## src/tbpc_map.svh

```systemverilog
`ifndef TBPC_MAP_SVH
`define TBPC_MAP_SVH
`define TBPC_CNT_RST 16'h0000
`define TBPC_CNT_MAX 16'hFFFF
`define TBPC_GR_RST 16'hFFFF
`define TBPC_SEL_CNT 3'h4
`define TBPC_CLR_SYNC 3'h5
`define TBPC_LVL_LOW 2'h1
`define TBPC_LVL_HIGH 2'h2
`define TBPC_LVL_TOG 2'h3
`define TBPC_PH_M1 2'h0
`define TBPC_PH_M2 2'h1
`define TBPC_PH_M3 2'h2
`endif

```

## src/tbpc_pkg.sv

```systemverilog
package tbpc_pkg;
	typedef enum logic [1:0] {
		TBPC_NORMAL = 2'h0,
		TBPC_PWM1 = 2'h1,
		TBPC_PWM2 = 2'h3,
		TBPC_PHASE = 2'h2
	} tbpc_mode_t;
	typedef struct packed {
		logic run;
		logic sync;
		tbpc_mode_t mode;
		logic [1:0] phase_sel;
		logic [2:0] clr_sel;
		logic [3:0][1:0] io_lvl;
		logic [3:0] init_lvl;
		logic [1:0] buf_en;
		logic [1:0] cap_en;
		logic [1:0] cap_edge;
		logic [5:0] irq_en;
	} tbpc_cfg_t;
	typedef struct packed {
		logic we;
		logic [1:0] ch;
		logic [2:0] sel;
		logic [15:0] data;
	} tbpc_wr_t;
	typedef struct packed {
		logic [3:0] cmp;
		logic ovf;
		logic unf;
		logic dir;
	} tbpc_stat_t;
	typedef struct packed {
		logic [15:0] cnt;
		logic [3:0][15:0] gr;
		logic [3:0] pin;
		tbpc_stat_t st;
		logic irq;
	} tbpc_ch_t;
	typedef struct packed {
		tbpc_ch_t [2:0] ch;
		logic [1:0][3:0] ext_s;
		logic [3:0] ext;
		logic [1:0][2:0][1:0] cap_s;
		logic [2:0][1:0] cap;
	} tbpc_state_t;
endpackage

```

## src/tbpc_unit.sv

```systemverilog
// Operation
// RQ1: Buffered compare A match drives pin and loads C into A, every match.
// RQ2: Buffered capture loads counter into A and old A into C together.
// RQ3: PWM matches set pin low, high or toggle; duty 0 to 100 percent.
// RQ4: Channels pick PWM independently, sync works; clearing register sets period.
// RQ5: PWM1 pairs A-B and C-D; A/C levels at A/C matches, B/D levels at B/D matches, both on pin A/C.
// RQ6: PWM1 start level from A/C setting; equal pair values leave output unchanged.
// RQ7: PWM1 gives up to four independent phases across the unit.
// RQ8: PWM2 cycle register clears counter and returns all pins to initial level.
// RQ9: PWM2 duty equal to cycle value never changes that pin.
// RQ10: PWM2 with sync gives up to seven phases.
// RQ11: PWM1 uses ch0 pins A,C and ch1/2 pin A; PWM2 skips period pin.
// RQ12: Phase counting only on ch1/2, external up/down, other functions remain.
// RQ13: Counting down through zero sets the underflow flag.
// RQ14: Status holds a readable count direction flag.
// RQ15: Ch1 phases from external inputs A,B; ch2 from C,D.
// RQ16: Mode 1 counts all four edge cases up, complements down.
// RQ17: Mode 2 counts only A falling: up with B high, down with B low.
// RQ18: Mode 3 up on A falling with B high, down on B falling with A high.
// RQ19: Mode 4 counts B edges by A level; A edges ignored.
// RQ20: Counter wraps all ones to zero, sets overflow flag, requests interrupt.
// RQ21: Match as clear source sets compare flag, clears counter, counting resumes.
// RQ22: Software clears a flag by writing zero; its request then drops.
// RQ23: Phase inputs synchronised, edges from successive samples, one step per event.
// RQ24: On PWM1 clear the period match level applies before later duty matches.
`include "tbpc_map.svh"
module tbpc_unit (
	// Clock and reset
	input wire logic clk_i,
	input wire logic rstn_i,
	// Configuration, register writes, flag clears
	input tbpc_pkg::tbpc_cfg_t [2:0] cfg_i,
	input tbpc_pkg::tbpc_wr_t wr_i,
	input wire logic [2:0][5:0] flag_clr_i,
	// Pins from outside
	input wire logic [3:0] ext_clk_i,
	input wire logic [2:0][1:0] cap_i,
	// Pins, counters and status
	output logic [2:0][3:0] pin_o,
	output logic [2:0][15:0] cnt_o,
	output logic [2:0][3:0][15:0] gr_o,
	output tbpc_pkg::tbpc_stat_t [2:0] stat_o,
	output logic [2:0] irq_o
);
	import tbpc_pkg::*;

	tbpc_state_t s;
	tbpc_state_t n;
	logic [2:0] up;
	logic [2:0] dn;
	logic [2:0] own_clr;
	logic [2:0] clr;
	logic [2:0] syncm;
	logic [2:0][3:0] match;
	logic [2:0][3:0] capt;
	logic [1:0] step;
	logic ph;
	logic rise;
	logic fall;

	// ----------------------------------------
	// Helpers
	// ----------------------------------------
	function automatic logic lvl_apply(input logic [1:0] lvl, input logic cur);
		case (lvl)
			`TBPC_LVL_LOW: lvl_apply = 1'b0;
			`TBPC_LVL_HIGH: lvl_apply = 1'b1;
			`TBPC_LVL_TOG: lvl_apply = ~cur;
			default: lvl_apply = cur;
		endcase
	endfunction

	// Returns {up, down} for one sample step of the two phases
	function automatic logic [1:0] phase_step(input logic [1:0] sel, input logic a,
			input logic b, input logic pa, input logic pb);
		logic ar, af, br, bf;
		ar = a & ~pa;
		af = ~a & pa;
		br = b & ~pb;
		bf = ~b & pb;
		case (sel)
			`TBPC_PH_M1: phase_step = {(br & a) | (bf & ~a) | (ar & ~b) | (af & b),
				(bf & a) | (br & ~a) | (af & ~b) | (ar & b)}; // [RQ16]
			`TBPC_PH_M2: phase_step = {af & b, af & ~b}; // [RQ17]
			`TBPC_PH_M3: phase_step = {af & b, bf & a}; // [RQ18]
			default: phase_step = {(br & a) | (bf & ~a), (bf & a) | (br & ~a)}; // [RQ19]
		endcase
	endfunction

	// ----------------------------------------
	// Next state
	// ----------------------------------------
	always_comb begin
		n = s;
		up = '0;
		dn = '0;
		own_clr = '0;
		clr = '0;
		syncm = '0;
		match = '0;
		capt = '0;
		step = '0;
		ph = 1'b0;
		rise = 1'b0;
		fall = 1'b0;
		// Only the second stage reads the first stage
		n.ext_s[0] = ext_clk_i; // [RQ23]
		n.ext_s[1] = s.ext_s[0];
		n.ext = s.ext_s[1];
		n.cap_s[0] = cap_i;
		n.cap_s[1] = s.cap_s[0];
		n.cap = s.cap_s[1];
		for (int c = 0; c < 3; c++) begin
			// Channel 0 has no phase counting; it falls back to up-counting
			ph = (c > 0) && (cfg_i[c].mode == TBPC_PHASE); // [RQ12]
			// Channel 0 reads channel 1's inputs here, but ph keeps the result unused
			step = phase_step(cfg_i[c].phase_sel,
				s.ext_s[1][c == 2 ? 2 : 0], s.ext_s[1][c == 2 ? 3 : 1],
				s.ext[c == 2 ? 2 : 0], s.ext[c == 2 ? 3 : 1]); // [RQ15]
			// Opposite steps in one sample cancel, so the count moves by one at most
			up[c] = cfg_i[c].run & (ph ? step[1] & ~step[0] : 1'b1);
			dn[c] = cfg_i[c].run & ph & step[0] & ~step[1]; // [RQ23]
			syncm[c] = cfg_i[c].sync;
			for (int r = 0; r < 4; r++) begin
				if (r < 2 && cfg_i[c].cap_en[r]) begin
					rise = s.cap_s[1][c][r] & ~s.cap[c][r];
					fall = ~s.cap_s[1][c][r] & s.cap[c][r];
					capt[c][r] = (cfg_i[c].cap_edge[0] & rise) | (cfg_i[c].cap_edge[1] & fall);
				end else if (r < 2 || c == 0) begin
					match[c][r] = (up[c] | dn[c]) && (s.ch[c].cnt == s.ch[c].gr[r]);
				end
				if (cfg_i[c].clr_sel == 3'(r + 1) && (match[c][r] | capt[c][r])) begin
					own_clr[c] = 1'b1; // [RQ4]
				end
			end
		end
		for (int c = 0; c < 3; c++) begin
			clr[c] = own_clr[c] | ((cfg_i[c].clr_sel == `TBPC_CLR_SYNC) & syncm[c]
				& |(own_clr & syncm)); // [RQ4] [RQ10]
		end
		for (int c = 0; c < 3; c++) begin
			// Register and counter writes; a synced counter write presets all synced ones
			if (wr_i.we && wr_i.sel == `TBPC_SEL_CNT &&
					(wr_i.ch == 2'(c) || (syncm[c] && cfg_i[wr_i.ch].sync))) begin
				n.ch[c].cnt = wr_i.data;
			end else if (up[c]) begin
				n.ch[c].cnt = s.ch[c].cnt + 16'h0001; // [RQ20]
			end else if (dn[c]) begin
				n.ch[c].cnt = s.ch[c].cnt - 16'h0001;
			end
			// Clearing beats a counter write in the same cycle
			if (clr[c]) begin
				n.ch[c].cnt = `TBPC_CNT_RST; // [RQ21]
			end
			if (wr_i.we && wr_i.ch == 2'(c) && wr_i.sel < `TBPC_SEL_CNT
					&& (c == 0 || wr_i.sel < 3'h2)) begin
				n.ch[c].gr[wr_i.sel[1:0]] = wr_i.data;
			end
			for (int r = 0; r < 2; r++) begin
				if (capt[c][r]) begin
					n.ch[c].gr[r] = s.ch[c].cnt; // [RQ2]
					if (c == 0 && cfg_i[c].buf_en[r]) begin
						n.ch[c].gr[r+2] = s.ch[c].gr[r]; // [RQ2]
					end
				end
				if (match[c][r] && c == 0 && cfg_i[c].buf_en[r]) begin
					n.ch[c].gr[r] = s.ch[c].gr[r+2]; // [RQ1]
				end
			end
			// Flags: clear then set, so a new event wins over the clear
			n.ch[c].st.cmp = (s.ch[c].st.cmp & ~flag_clr_i[c][5:2]) | match[c] | capt[c]; // [RQ21]
			n.ch[c].st.ovf = (s.ch[c].st.ovf & ~flag_clr_i[c][1]) |
				(up[c] & ~clr[c] & (s.ch[c].cnt == `TBPC_CNT_MAX)); // [RQ20]
			n.ch[c].st.unf = (s.ch[c].st.unf & ~flag_clr_i[c][0]) |
				(dn[c] & ~clr[c] & (s.ch[c].cnt == `TBPC_CNT_RST)); // [RQ13]
			if (dn[c]) begin
				n.ch[c].st.dir = 1'b0; // [RQ14]
			end else if (up[c]) begin
				n.ch[c].st.dir = 1'b1; // [RQ14]
			end
			// Pins; a stopped channel rests at its initial levels
			if (!cfg_i[c].run) begin
				n.ch[c].pin = cfg_i[c].init_lvl; // [RQ6]
			end else begin
				case (cfg_i[c].mode)
					TBPC_PWM1: begin
						// Equal pair values match together and leave the pin alone
						for (int p = 0; p < 4; p += 2) begin
							if (p == 0 || c == 0) begin // [RQ7] [RQ11]
								if (match[c][p] && !match[c][p+1]) begin
									n.ch[c].pin[p] = lvl_apply(cfg_i[c].io_lvl[p], s.ch[c].pin[p]); // [RQ5]
								end else if (match[c][p+1] && !match[c][p]) begin
									n.ch[c].pin[p] = lvl_apply(cfg_i[c].io_lvl[p+1],
										s.ch[c].pin[p]); // [RQ24]
								end
							end
						end
					end
					TBPC_PWM2: begin
						if (clr[c]) begin
							n.ch[c].pin = cfg_i[c].init_lvl; // [RQ8] [RQ9]
						end else begin
							for (int r = 0; r < 4; r++) begin
								if (match[c][r] && cfg_i[c].clr_sel != 3'(r + 1)) begin // [RQ11]
									n.ch[c].pin[r] = lvl_apply(cfg_i[c].io_lvl[r], s.ch[c].pin[r]); // [RQ3]
								end
							end
						end
					end
					default: begin
						for (int r = 0; r < 4; r++) begin
							if (match[c][r]) begin
								n.ch[c].pin[r] = lvl_apply(cfg_i[c].io_lvl[r], s.ch[c].pin[r]); // [RQ3]
							end
						end
					end
				endcase
			end
			n.ch[c].irq = |({n.ch[c].st.cmp, n.ch[c].st.ovf, n.ch[c].st.unf}
				& cfg_i[c].irq_en); // [RQ20] [RQ22]
		end
	end

	// ----------------------------------------
	// State register
	// ----------------------------------------
	always_ff @(posedge clk_i or negedge rstn_i) begin
		if (!rstn_i) begin
			s <= '0;
			for (int c = 0; c < 3; c++) begin
				for (int r = 0; r < 4; r++) begin
					s.ch[c].gr[r] <= `TBPC_GR_RST;
				end
				s.ch[c].st.dir <= 1'b1;
			end
		end else begin
			s <= n;
		end
	end

	always_comb begin
		for (int c = 0; c < 3; c++) begin
			pin_o[c] = s.ch[c].pin;
			cnt_o[c] = s.ch[c].cnt;
			gr_o[c] = s.ch[c].gr;
			stat_o[c] = s.ch[c].st;
			irq_o[c] = s.ch[c].irq;
		end
	end
endmodule

```

## config.mk

```make
export PLATFORM = sky130hd
export DESIGN_NAME = tbpc_unit
export DESIGN_NICKNAME = d
export VERILOG_FILES = /design/src/tbpc_pkg.sv /design/src/tbpc_unit.sv
export VERILOG_INCLUDE_DIRS = /design/src /design/src/src
export SDC_FILE = /design/constraint.sdc
export NUM_CORES = 1
export LEC_CHECK = 0
export BUFFER_PORTS_ARGS = -buffer_cell sky130_fd_sc_hd__buf_2
export CORE_MARGIN = 2
export CORE_UTILIZATION = 25
export CTS_BUF_LIST = sky130_fd_sc_hd__clkbuf_8
export CTS_CLUSTER_SIZE = 30
export DETAILED_ROUTE_END_ITERATION = 10
export SETUP_SLACK_MARGIN = 0.2
export SYNTH_ARGS = -nofsm -noshare
export SYNTH_HDL_FRONTEND = slang
export SYNTH_SLANG_ARGS = --single-unit
```

## constraint.sdc

```tcl
create_clock -name clk_i -period 5.31 [get_ports clk_i]
set_input_delay 1.062 -clock clk_i [delete_from_list [all_inputs] [get_ports clk_i]]
set_output_delay 1.062 -clock clk_i [all_outputs]
set_load 0.01 [all_outputs]
```

# Word-level counts from Yosys, hierarchy flattened
# Cells that the tools add are included.
[totals] output_inout_bits=276 regBits=305
[classes] n_reduce_logical=91 bitwise_logic=171 addsub=5 eq_ne=100 mux=115 n_lt_le_gt_ge=5
[ops] op="16-bit 2-to-1 mux" n=24
[ops] op="64-bit bitwise mux" n=3
[ops] op="16-bit == test" n=8
[ops] op="32-bit 2-to-1 mux" n=3
[ops] op="1-bit bitwise AND" n=80
[ops] op="33-bit binary-select mux with 2-bit select" n=1
[ops] op="64-bit 2-to-1 mux" n=1
[ops] op="1-bit logical AND" n=50
[ops] op="1-bit 2-to-1 mux" n=50
[ops] op="16-bit by 1-bit adder with 16-bit output, second input constant" n=3
[ops] op="16-bit == test, second input constant" n=3
[ops] op="2-bit == test, second input constant" n=24
[ops] op="4-bit inequality test, second input constant" n=12
[ops] op="1-bit inverter" n=41
[ops] op="1-bit one-hot mux with 3 select lines" n=12
[ops] op="1-bit bitwise OR" n=34
[ops] op="16-bit demux with 2-bit select" n=1
[ops] op="16-bit logical NOT" n=2
[ops] op="16-bit by 1-bit subtractor with 16-bit output, second input constant" n=2
[ops] op="2-bit by 1-bit == test with 1-bit output, second input constant" n=14
[ops] op="6-bit by 3-bit inequality test with 1-bit output, second input constant" n=4
[ops] op="3-bit by 1-bit inequality test with 1-bit output, second input constant" n=7
[ops] op="4-bit by 2-bit bitwise OR with 4-bit output" n=5
[ops] op="6-bit bitwise AND" n=3
[ops] op="other kinds (31)" n=100

# Logic depth before layout (Yosys ltp)
[depth] word_depth=28 mapped_depth=19 mapped_depth_nobuf=19

# Least setup slack after synthesis
# OpenSTA, ideal clock, no wires.
[synth_path] path_type="input to register" from="input cfg_i[61] in the netlist's numbering" to="register s, in the netlist cnt_o[31]" path_buffers=0 slack_ps=263 required_ps=5209 cell_stages=19 setup_time_ps=101 arrival_ps=4946 path_cell_list="or3b_1 > or2_2 > nor2_1 > a311oi_1 > nor2_1 > nor2_1 > nor2_1 > inv_1 > ha_1 > a21o_1 > a21o_1 > a2111oi_0 > o31ai_1 > o41ai_2 > o2111ai_1 > a21oi_1 > xnor2_1 > o211a_1 > nor4_1"
[synth_via] elab_chain_cells=18
[synth_rtl] item="start, declared" line_no="tbpc_unit.sv:32" rtl="input tbpc_pkg::tbpc_cfg_t [2:0] cfg_i,"
[synth_rtl] item="2-bit == test (tied with other cells)" line_no="tbpc_unit.sv:81" rtl="case (sel)"
[synth_rtl] item="2-bit one-hot mux with 3 select lines *" line_no="tbpc_unit.sv:81"
[synth_rtl] item="1-bit inverter" line_no="tbpc_unit.sv:121" rtl="up[c] = cfg_i[c].run & (ph ? step[1] & ~step[0] : 1'b1);"
[synth_rtl] item="1-bit bitwise AND" line_no="tbpc_unit.sv:121"
[synth_rtl] item="1-bit 2-to-1 mux" line_no="tbpc_unit.sv:121"
[synth_rtl] item="1-bit bitwise AND" line_no="tbpc_unit.sv:121"
[synth_rtl] item="1-bit bitwise OR" line_no="tbpc_unit.sv:130" rtl="match[c][r] = (up[c] | dn[c]) && (s.ch[c].cnt == s.ch[c].gr[r]);"
[synth_rtl] item="1-bit logical AND" line_no="tbpc_unit.sv:130"
[synth_rtl] item="1-bit 2-to-1 mux" line_no="tbpc_unit.sv:125" rtl="if (r < 2 && cfg_i[c].cap_en[r]) begin"
[synth_rtl] item="1-bit bitwise OR" line_no="tbpc_unit.sv:132" rtl="if (cfg_i[c].clr_sel == 3'(r + 1) && (match[c][r] | capt[c][r])) begin"
[synth_rtl] item="1-bit logical AND" line_no="tbpc_unit.sv:132"
[synth_rtl] item="1-bit 2-to-1 mux (2 in a row)" line_no="tbpc_unit.sv:132"
[synth_rtl] item="3-bit bitwise AND" line_no="tbpc_unit.sv:139" rtl="& |(own_clr & syncm));"
[synth_rtl] item="3-bit OR reduction" line_no="tbpc_unit.sv:139"
[synth_rtl] item="1-bit bitwise AND" line_no="tbpc_unit.sv:138" rtl="clr[c] = own_clr[c] | ((cfg_i[c].clr_sel == `TBPC_CLR_SYNC) & syncm[c]"
[synth_rtl] item="1-bit bitwise OR" line_no="tbpc_unit.sv:138"
[synth_rtl] item="4-bit nonzero test (no source line) or 16-bit 2-to-1 mux (tied branches)"
[synth_rtl] item="end signal, assigned" line_no="tbpc_unit.sv:237" rtl="s <= n;"
[synth_rtl] item="end, declared" line_no="tbpc_unit.sv:47" rtl="tbpc_state_t s;"
# Every way passes the cells marked *; elsewhere a longest branch is shown, timed or not.
# A chain may end at the register's enable or synchronous reset.

# Final worst setup path
[layout_path] from="register s, in the netlist n[18]" to="register s, in the netlist cnt_o[31]"
[layout_via] elab_chain_cells=22
[layout_rtl] item="1-bit inverter"
[layout_rtl] item="1-bit bitwise AND (on tied branches)" line_no="tbpc_unit.sv:83, tbpc_unit.sv:86, tbpc_unit.sv:78"
[layout_rtl] item="1-bit bitwise OR or 1-bit bitwise AND (tied branches)" line_no="tbpc_unit.sv:83, tbpc_unit.sv:86, tbpc_unit.sv:84"
[layout_rtl] item="1-bit bitwise OR (2 in a row)" line_no="tbpc_unit.sv:83" rtl="(bf & a) | (br & ~a) | (af & ~b) | (ar & b)};"
[layout_rtl] item="2-bit one-hot mux with 3 select lines *" line_no="tbpc_unit.sv:81"
[layout_rtl] item="1-bit inverter" line_no="tbpc_unit.sv:121"
[layout_rtl] item="1-bit bitwise AND" line_no="tbpc_unit.sv:121"
[layout_rtl] item="1-bit 2-to-1 mux" line_no="tbpc_unit.sv:121"
[layout_rtl] item="[... 4 more ...]"
[layout_rtl] item="1-bit bitwise OR" line_no="tbpc_unit.sv:132"
[layout_rtl] item="1-bit logical AND" line_no="tbpc_unit.sv:132"
[layout_rtl] item="1-bit 2-to-1 mux (2 in a row)" line_no="tbpc_unit.sv:132"
[layout_rtl] item="3-bit bitwise AND" line_no="tbpc_unit.sv:139"
[layout_rtl] item="3-bit OR reduction" line_no="tbpc_unit.sv:139"
[layout_rtl] item="1-bit bitwise AND" line_no="tbpc_unit.sv:138"
[layout_rtl] item="1-bit bitwise OR" line_no="tbpc_unit.sv:138"
[layout_rtl] item="4-bit nonzero test (no source line) or 16-bit 2-to-1 mux (tied branches)"
# Marks and branches as above.

==> results.json <==
{
  "ys_warn_count": 0,
  "num-nets-final": 2367,
  "hold_ws_ps": 345,
  "outcome": "finished, final reports clean",
  "clk_path_buf_depth": 3,
  "io_pins": 427,
  "area_growth_pct": 11.3,
  "finish.utilization_pct": 28.1,
  "holdPathStages": 0,
  "gp_congestion": 0.877,
  "finalSetupViolCount": 0,
  "min_path_type": "register to register",
  "ys_ff_latch": 305,
  "synth_seq_area_share_pct": 40.3,
  "max_stage_delay_ps": 530,
  "ctsResizeCount": 0,
  "clock_sinks": 305,
  "cp-start-kind": "register",
  "dieArea_sq_um": 80400,
  "synthFlopType": "dfstp_2",
  "via_per_inst": 4.70,
  "netlist_instances": 2138,
  "crit_type": "register to register",
  "wl_per_cell_um": 21.7,
  "routed_wl_mm": 70.9,
  "setup.worst_path.end": "cnt_o[31]$_DFFE_PN0P_",
  "clk_pin_slew_ps": 60,
  "avgSynthCellArea_sq_um": 9.14,
  "drive_gt1_share_pct": 35.5,
  "drt_iter0_drc": 1088,
  "synth_nets": 2325,
  "worstPathCellList": "or3b_1, or2_2, nor2_1, a311oi_1, nor2_1, nor2_1, nor2_1, inv_1, ha_1, a21o_1, a21o_1, a2111oi_0, buf_4, o31ai_1, o41ai_2, buf_4, o2111ai_1, a21oi_1, xnor2_1, o211a_1, nor4_1",
  "gr-total-overflow": 0,
  "htree_levels": 2,
  "hold_viol_final": 0,
  "regToRegStartpoint": "n[18]$_DFF_PN0_",
  "syn-cell-area_sq_um": 19500,
  "pwr_density_cell_nw_per_um2": 506,
  "clk_latency_ps": 680,
  "core_region_area_sq_um": 77500,
  "root_buffer": "clkbuf_8",
  "hpwl_mm": 52.2,
  "grt_use_total_pct": 17.0,
  "synthArstFlopShare_pct": 100,
  "grt_pass1_wl_mm": 103,
  "synth_top_area_share_pct": 26.1,
  "drtPass1Iterations": 6,
  "synth.area.top_cells": "dfstp_2, dfrtp_1, buf_4",
  "critPathSlowestCell": "a2111oi_0",
  "yosys.area.top_type": "dfstp_2",
  "cp.arrival_ps": 5180,
  "cts_tree": "done",
  "cts_setup_buffers": 0,
  "io_buffers": 411,
  "start_util_pct": 25.2,
  "vdd_drop_max_v": 0.000243,
  "maxSlewViolCount": 0,
  "max_freq_mhz": 217,
  "final.setup.tns_ps": 0,
  "end_kind": "register",
  "rrSetupSlack_ps": 690,
  "startpoint": "n[18]$_DFF_PN0_",
  "antenna_found_initial": 9,
  "grt_max_degree": 113,
  "die_x_um": 284,
  "antenna_left": 0,
  "critical_path_required_ps": 5870,
  "relSlewSlack_pct": 26.7,
  "p_leak_uw": 0.00997,
  "clock_skew_ps": 39.6,
  "cts_buffers": 60,
  "die_y_um": 284,
  "worstMarginPinSlew_ps": 1100,
  "regToRegEndpoint": "cnt_o[31]$_DFFE_PN0P_",
  "grt_pass1_vias": 15000,
  "cap_violations": 0,
  "synth_edf_count": 0,
  "synth_cell_type_count": 88,
  "cpMostUsedCell": "nor2_1",
  "reg2reg_depth": 21,
  "period_share_pct": 87.0,
  "critPathMaxFanout": 10,
  "fin_crit_ps": 4620,
  "dr_total_vias": 15400,
  "cts_hold_buf": 0,
  "drc": 0,
  "num_rows": 102,
  "rsz0062_at_grt": "no"
}
## cell usage after synthesis, types with 37 or more instances
cell and number:
a21oi_1 142, buf_4 276, xor2_1 91, mux2i_1 97
dfrtp_1 111, dfstp_2 194, clkbuf_1 176, xnor2_1 79
o21ai_0 76, nor2_1 168, inv_1 52, nand3_1 61
nand4_1 37, nand2_1 155
## metrics by stage
stage / power (uW) / instances / setup slack, ps / instance area (sq um)
global route: 11700 / 3272 / 354 / 21700
finish: 11000 / 3272 / 692 / 21700
floorplan: 7330 / 2138 / 263 / 19500
detailed placement: 8500 / 3158 / 121 / 20500
global placement: 8460 / 3158 / 172 / 20500
CTS: 11100 / 3271 / 742 / 21700
## critical path: cells and delay by family, from the launching register on
family | cells | cell delay [ps]
buffers and inverters | 3 | 460
and+or+nand+nor | 7 | 1390
adders and majority gates | 1 | 280
AOI/OAI and AO/OA | 9 | 1820
DFF | 1 | 500
xor gates and xnor gates | 1 | 100
## cells in the final DEF (no fill, tap or decap), types with 12 or more instances in the layout
master,n
a211oi_1,36
a21oi_1,142
a221o_1,31
a31oi_1,12
buf_2,410
buf_4,49
clkbuf_8,77
clkinv_2,12
dfrtp_1,111
dfstp_2,194
ha_1,34
inv_1,68
mux2i_1,97
nand2_1,155
nand2b_1,12
nand3_1,61
nand4_1,37
nor2_1,168
nor2b_1,18
nor3_1,23
nor4_1,30
o211ai_1,12
o21ai_0,76
xnor2_1,79
xor2_1,91
## where the power goes
part	switching, uW	internal, uW
registers	1060	3160
logic	2370	1880
clock network	1140	1400
## logic make-up after synthesis
logic type,Yosys count,share of synthesized area (%)
buf+inv,534,15.7
compound gates,406,14.0
xor+xnor,170,7.62
flops,305,40.3
other cells,1,0.0192
fa+ha+maj,36,2.38
mux,107,5.64
simple gates,579,14.3
## how the worst min path moves through the flow
stage	start	end	slack, ps
floorplan	n[12]$_DFF_PN0_	n[0]$_DFF_PN0_	330
global placement	n[13]$_DFF_PN0_	n[1]$_DFF_PN0_	330
detailed placement	n[27]$_DFF_PN0_	n[19]$_DFF_PN0_	340
CTS	n[12]$_DFF_PN0_	n[0]$_DFF_PN0_	350
global route	n[14]$_DFF_PN0_	n[2]$_DFF_PN0_	350
finish	n[12]$_DFF_PN0_	n[0]$_DFF_PN0_	350
## sequential cells by signal (all words and copies together) (netlist names)
signal	cells
stat_o	20
cnt_o	48
irq_o	3
s	10
n	20
gr_o	192
pin_o	12
## area by class of cell
class | count | area (sq um)
fill | 8323 | 55700
multi-input combinational | 1299 | 8600
sequential | 305 | 7880
timing repair buffer | 462 | 2470
tap | 1040 | 1300
clock buffer | 77 | 1060
clock inverter | 36 | 235
inverter | 52 | 195
antenna | 1 | 2.50
## metal layers
metal  part of all wire [%]  vias to the layer above  GRT usage (%)
li1                       -                     7170              -
met1                     42                     7537           21.4
met2                     46                      535           27.7
met3                    8.7                      120           5.69
met4                    2.7                       12           5.11
met5                   0.11                        -              0
Power figures use the tool's default switching activity.
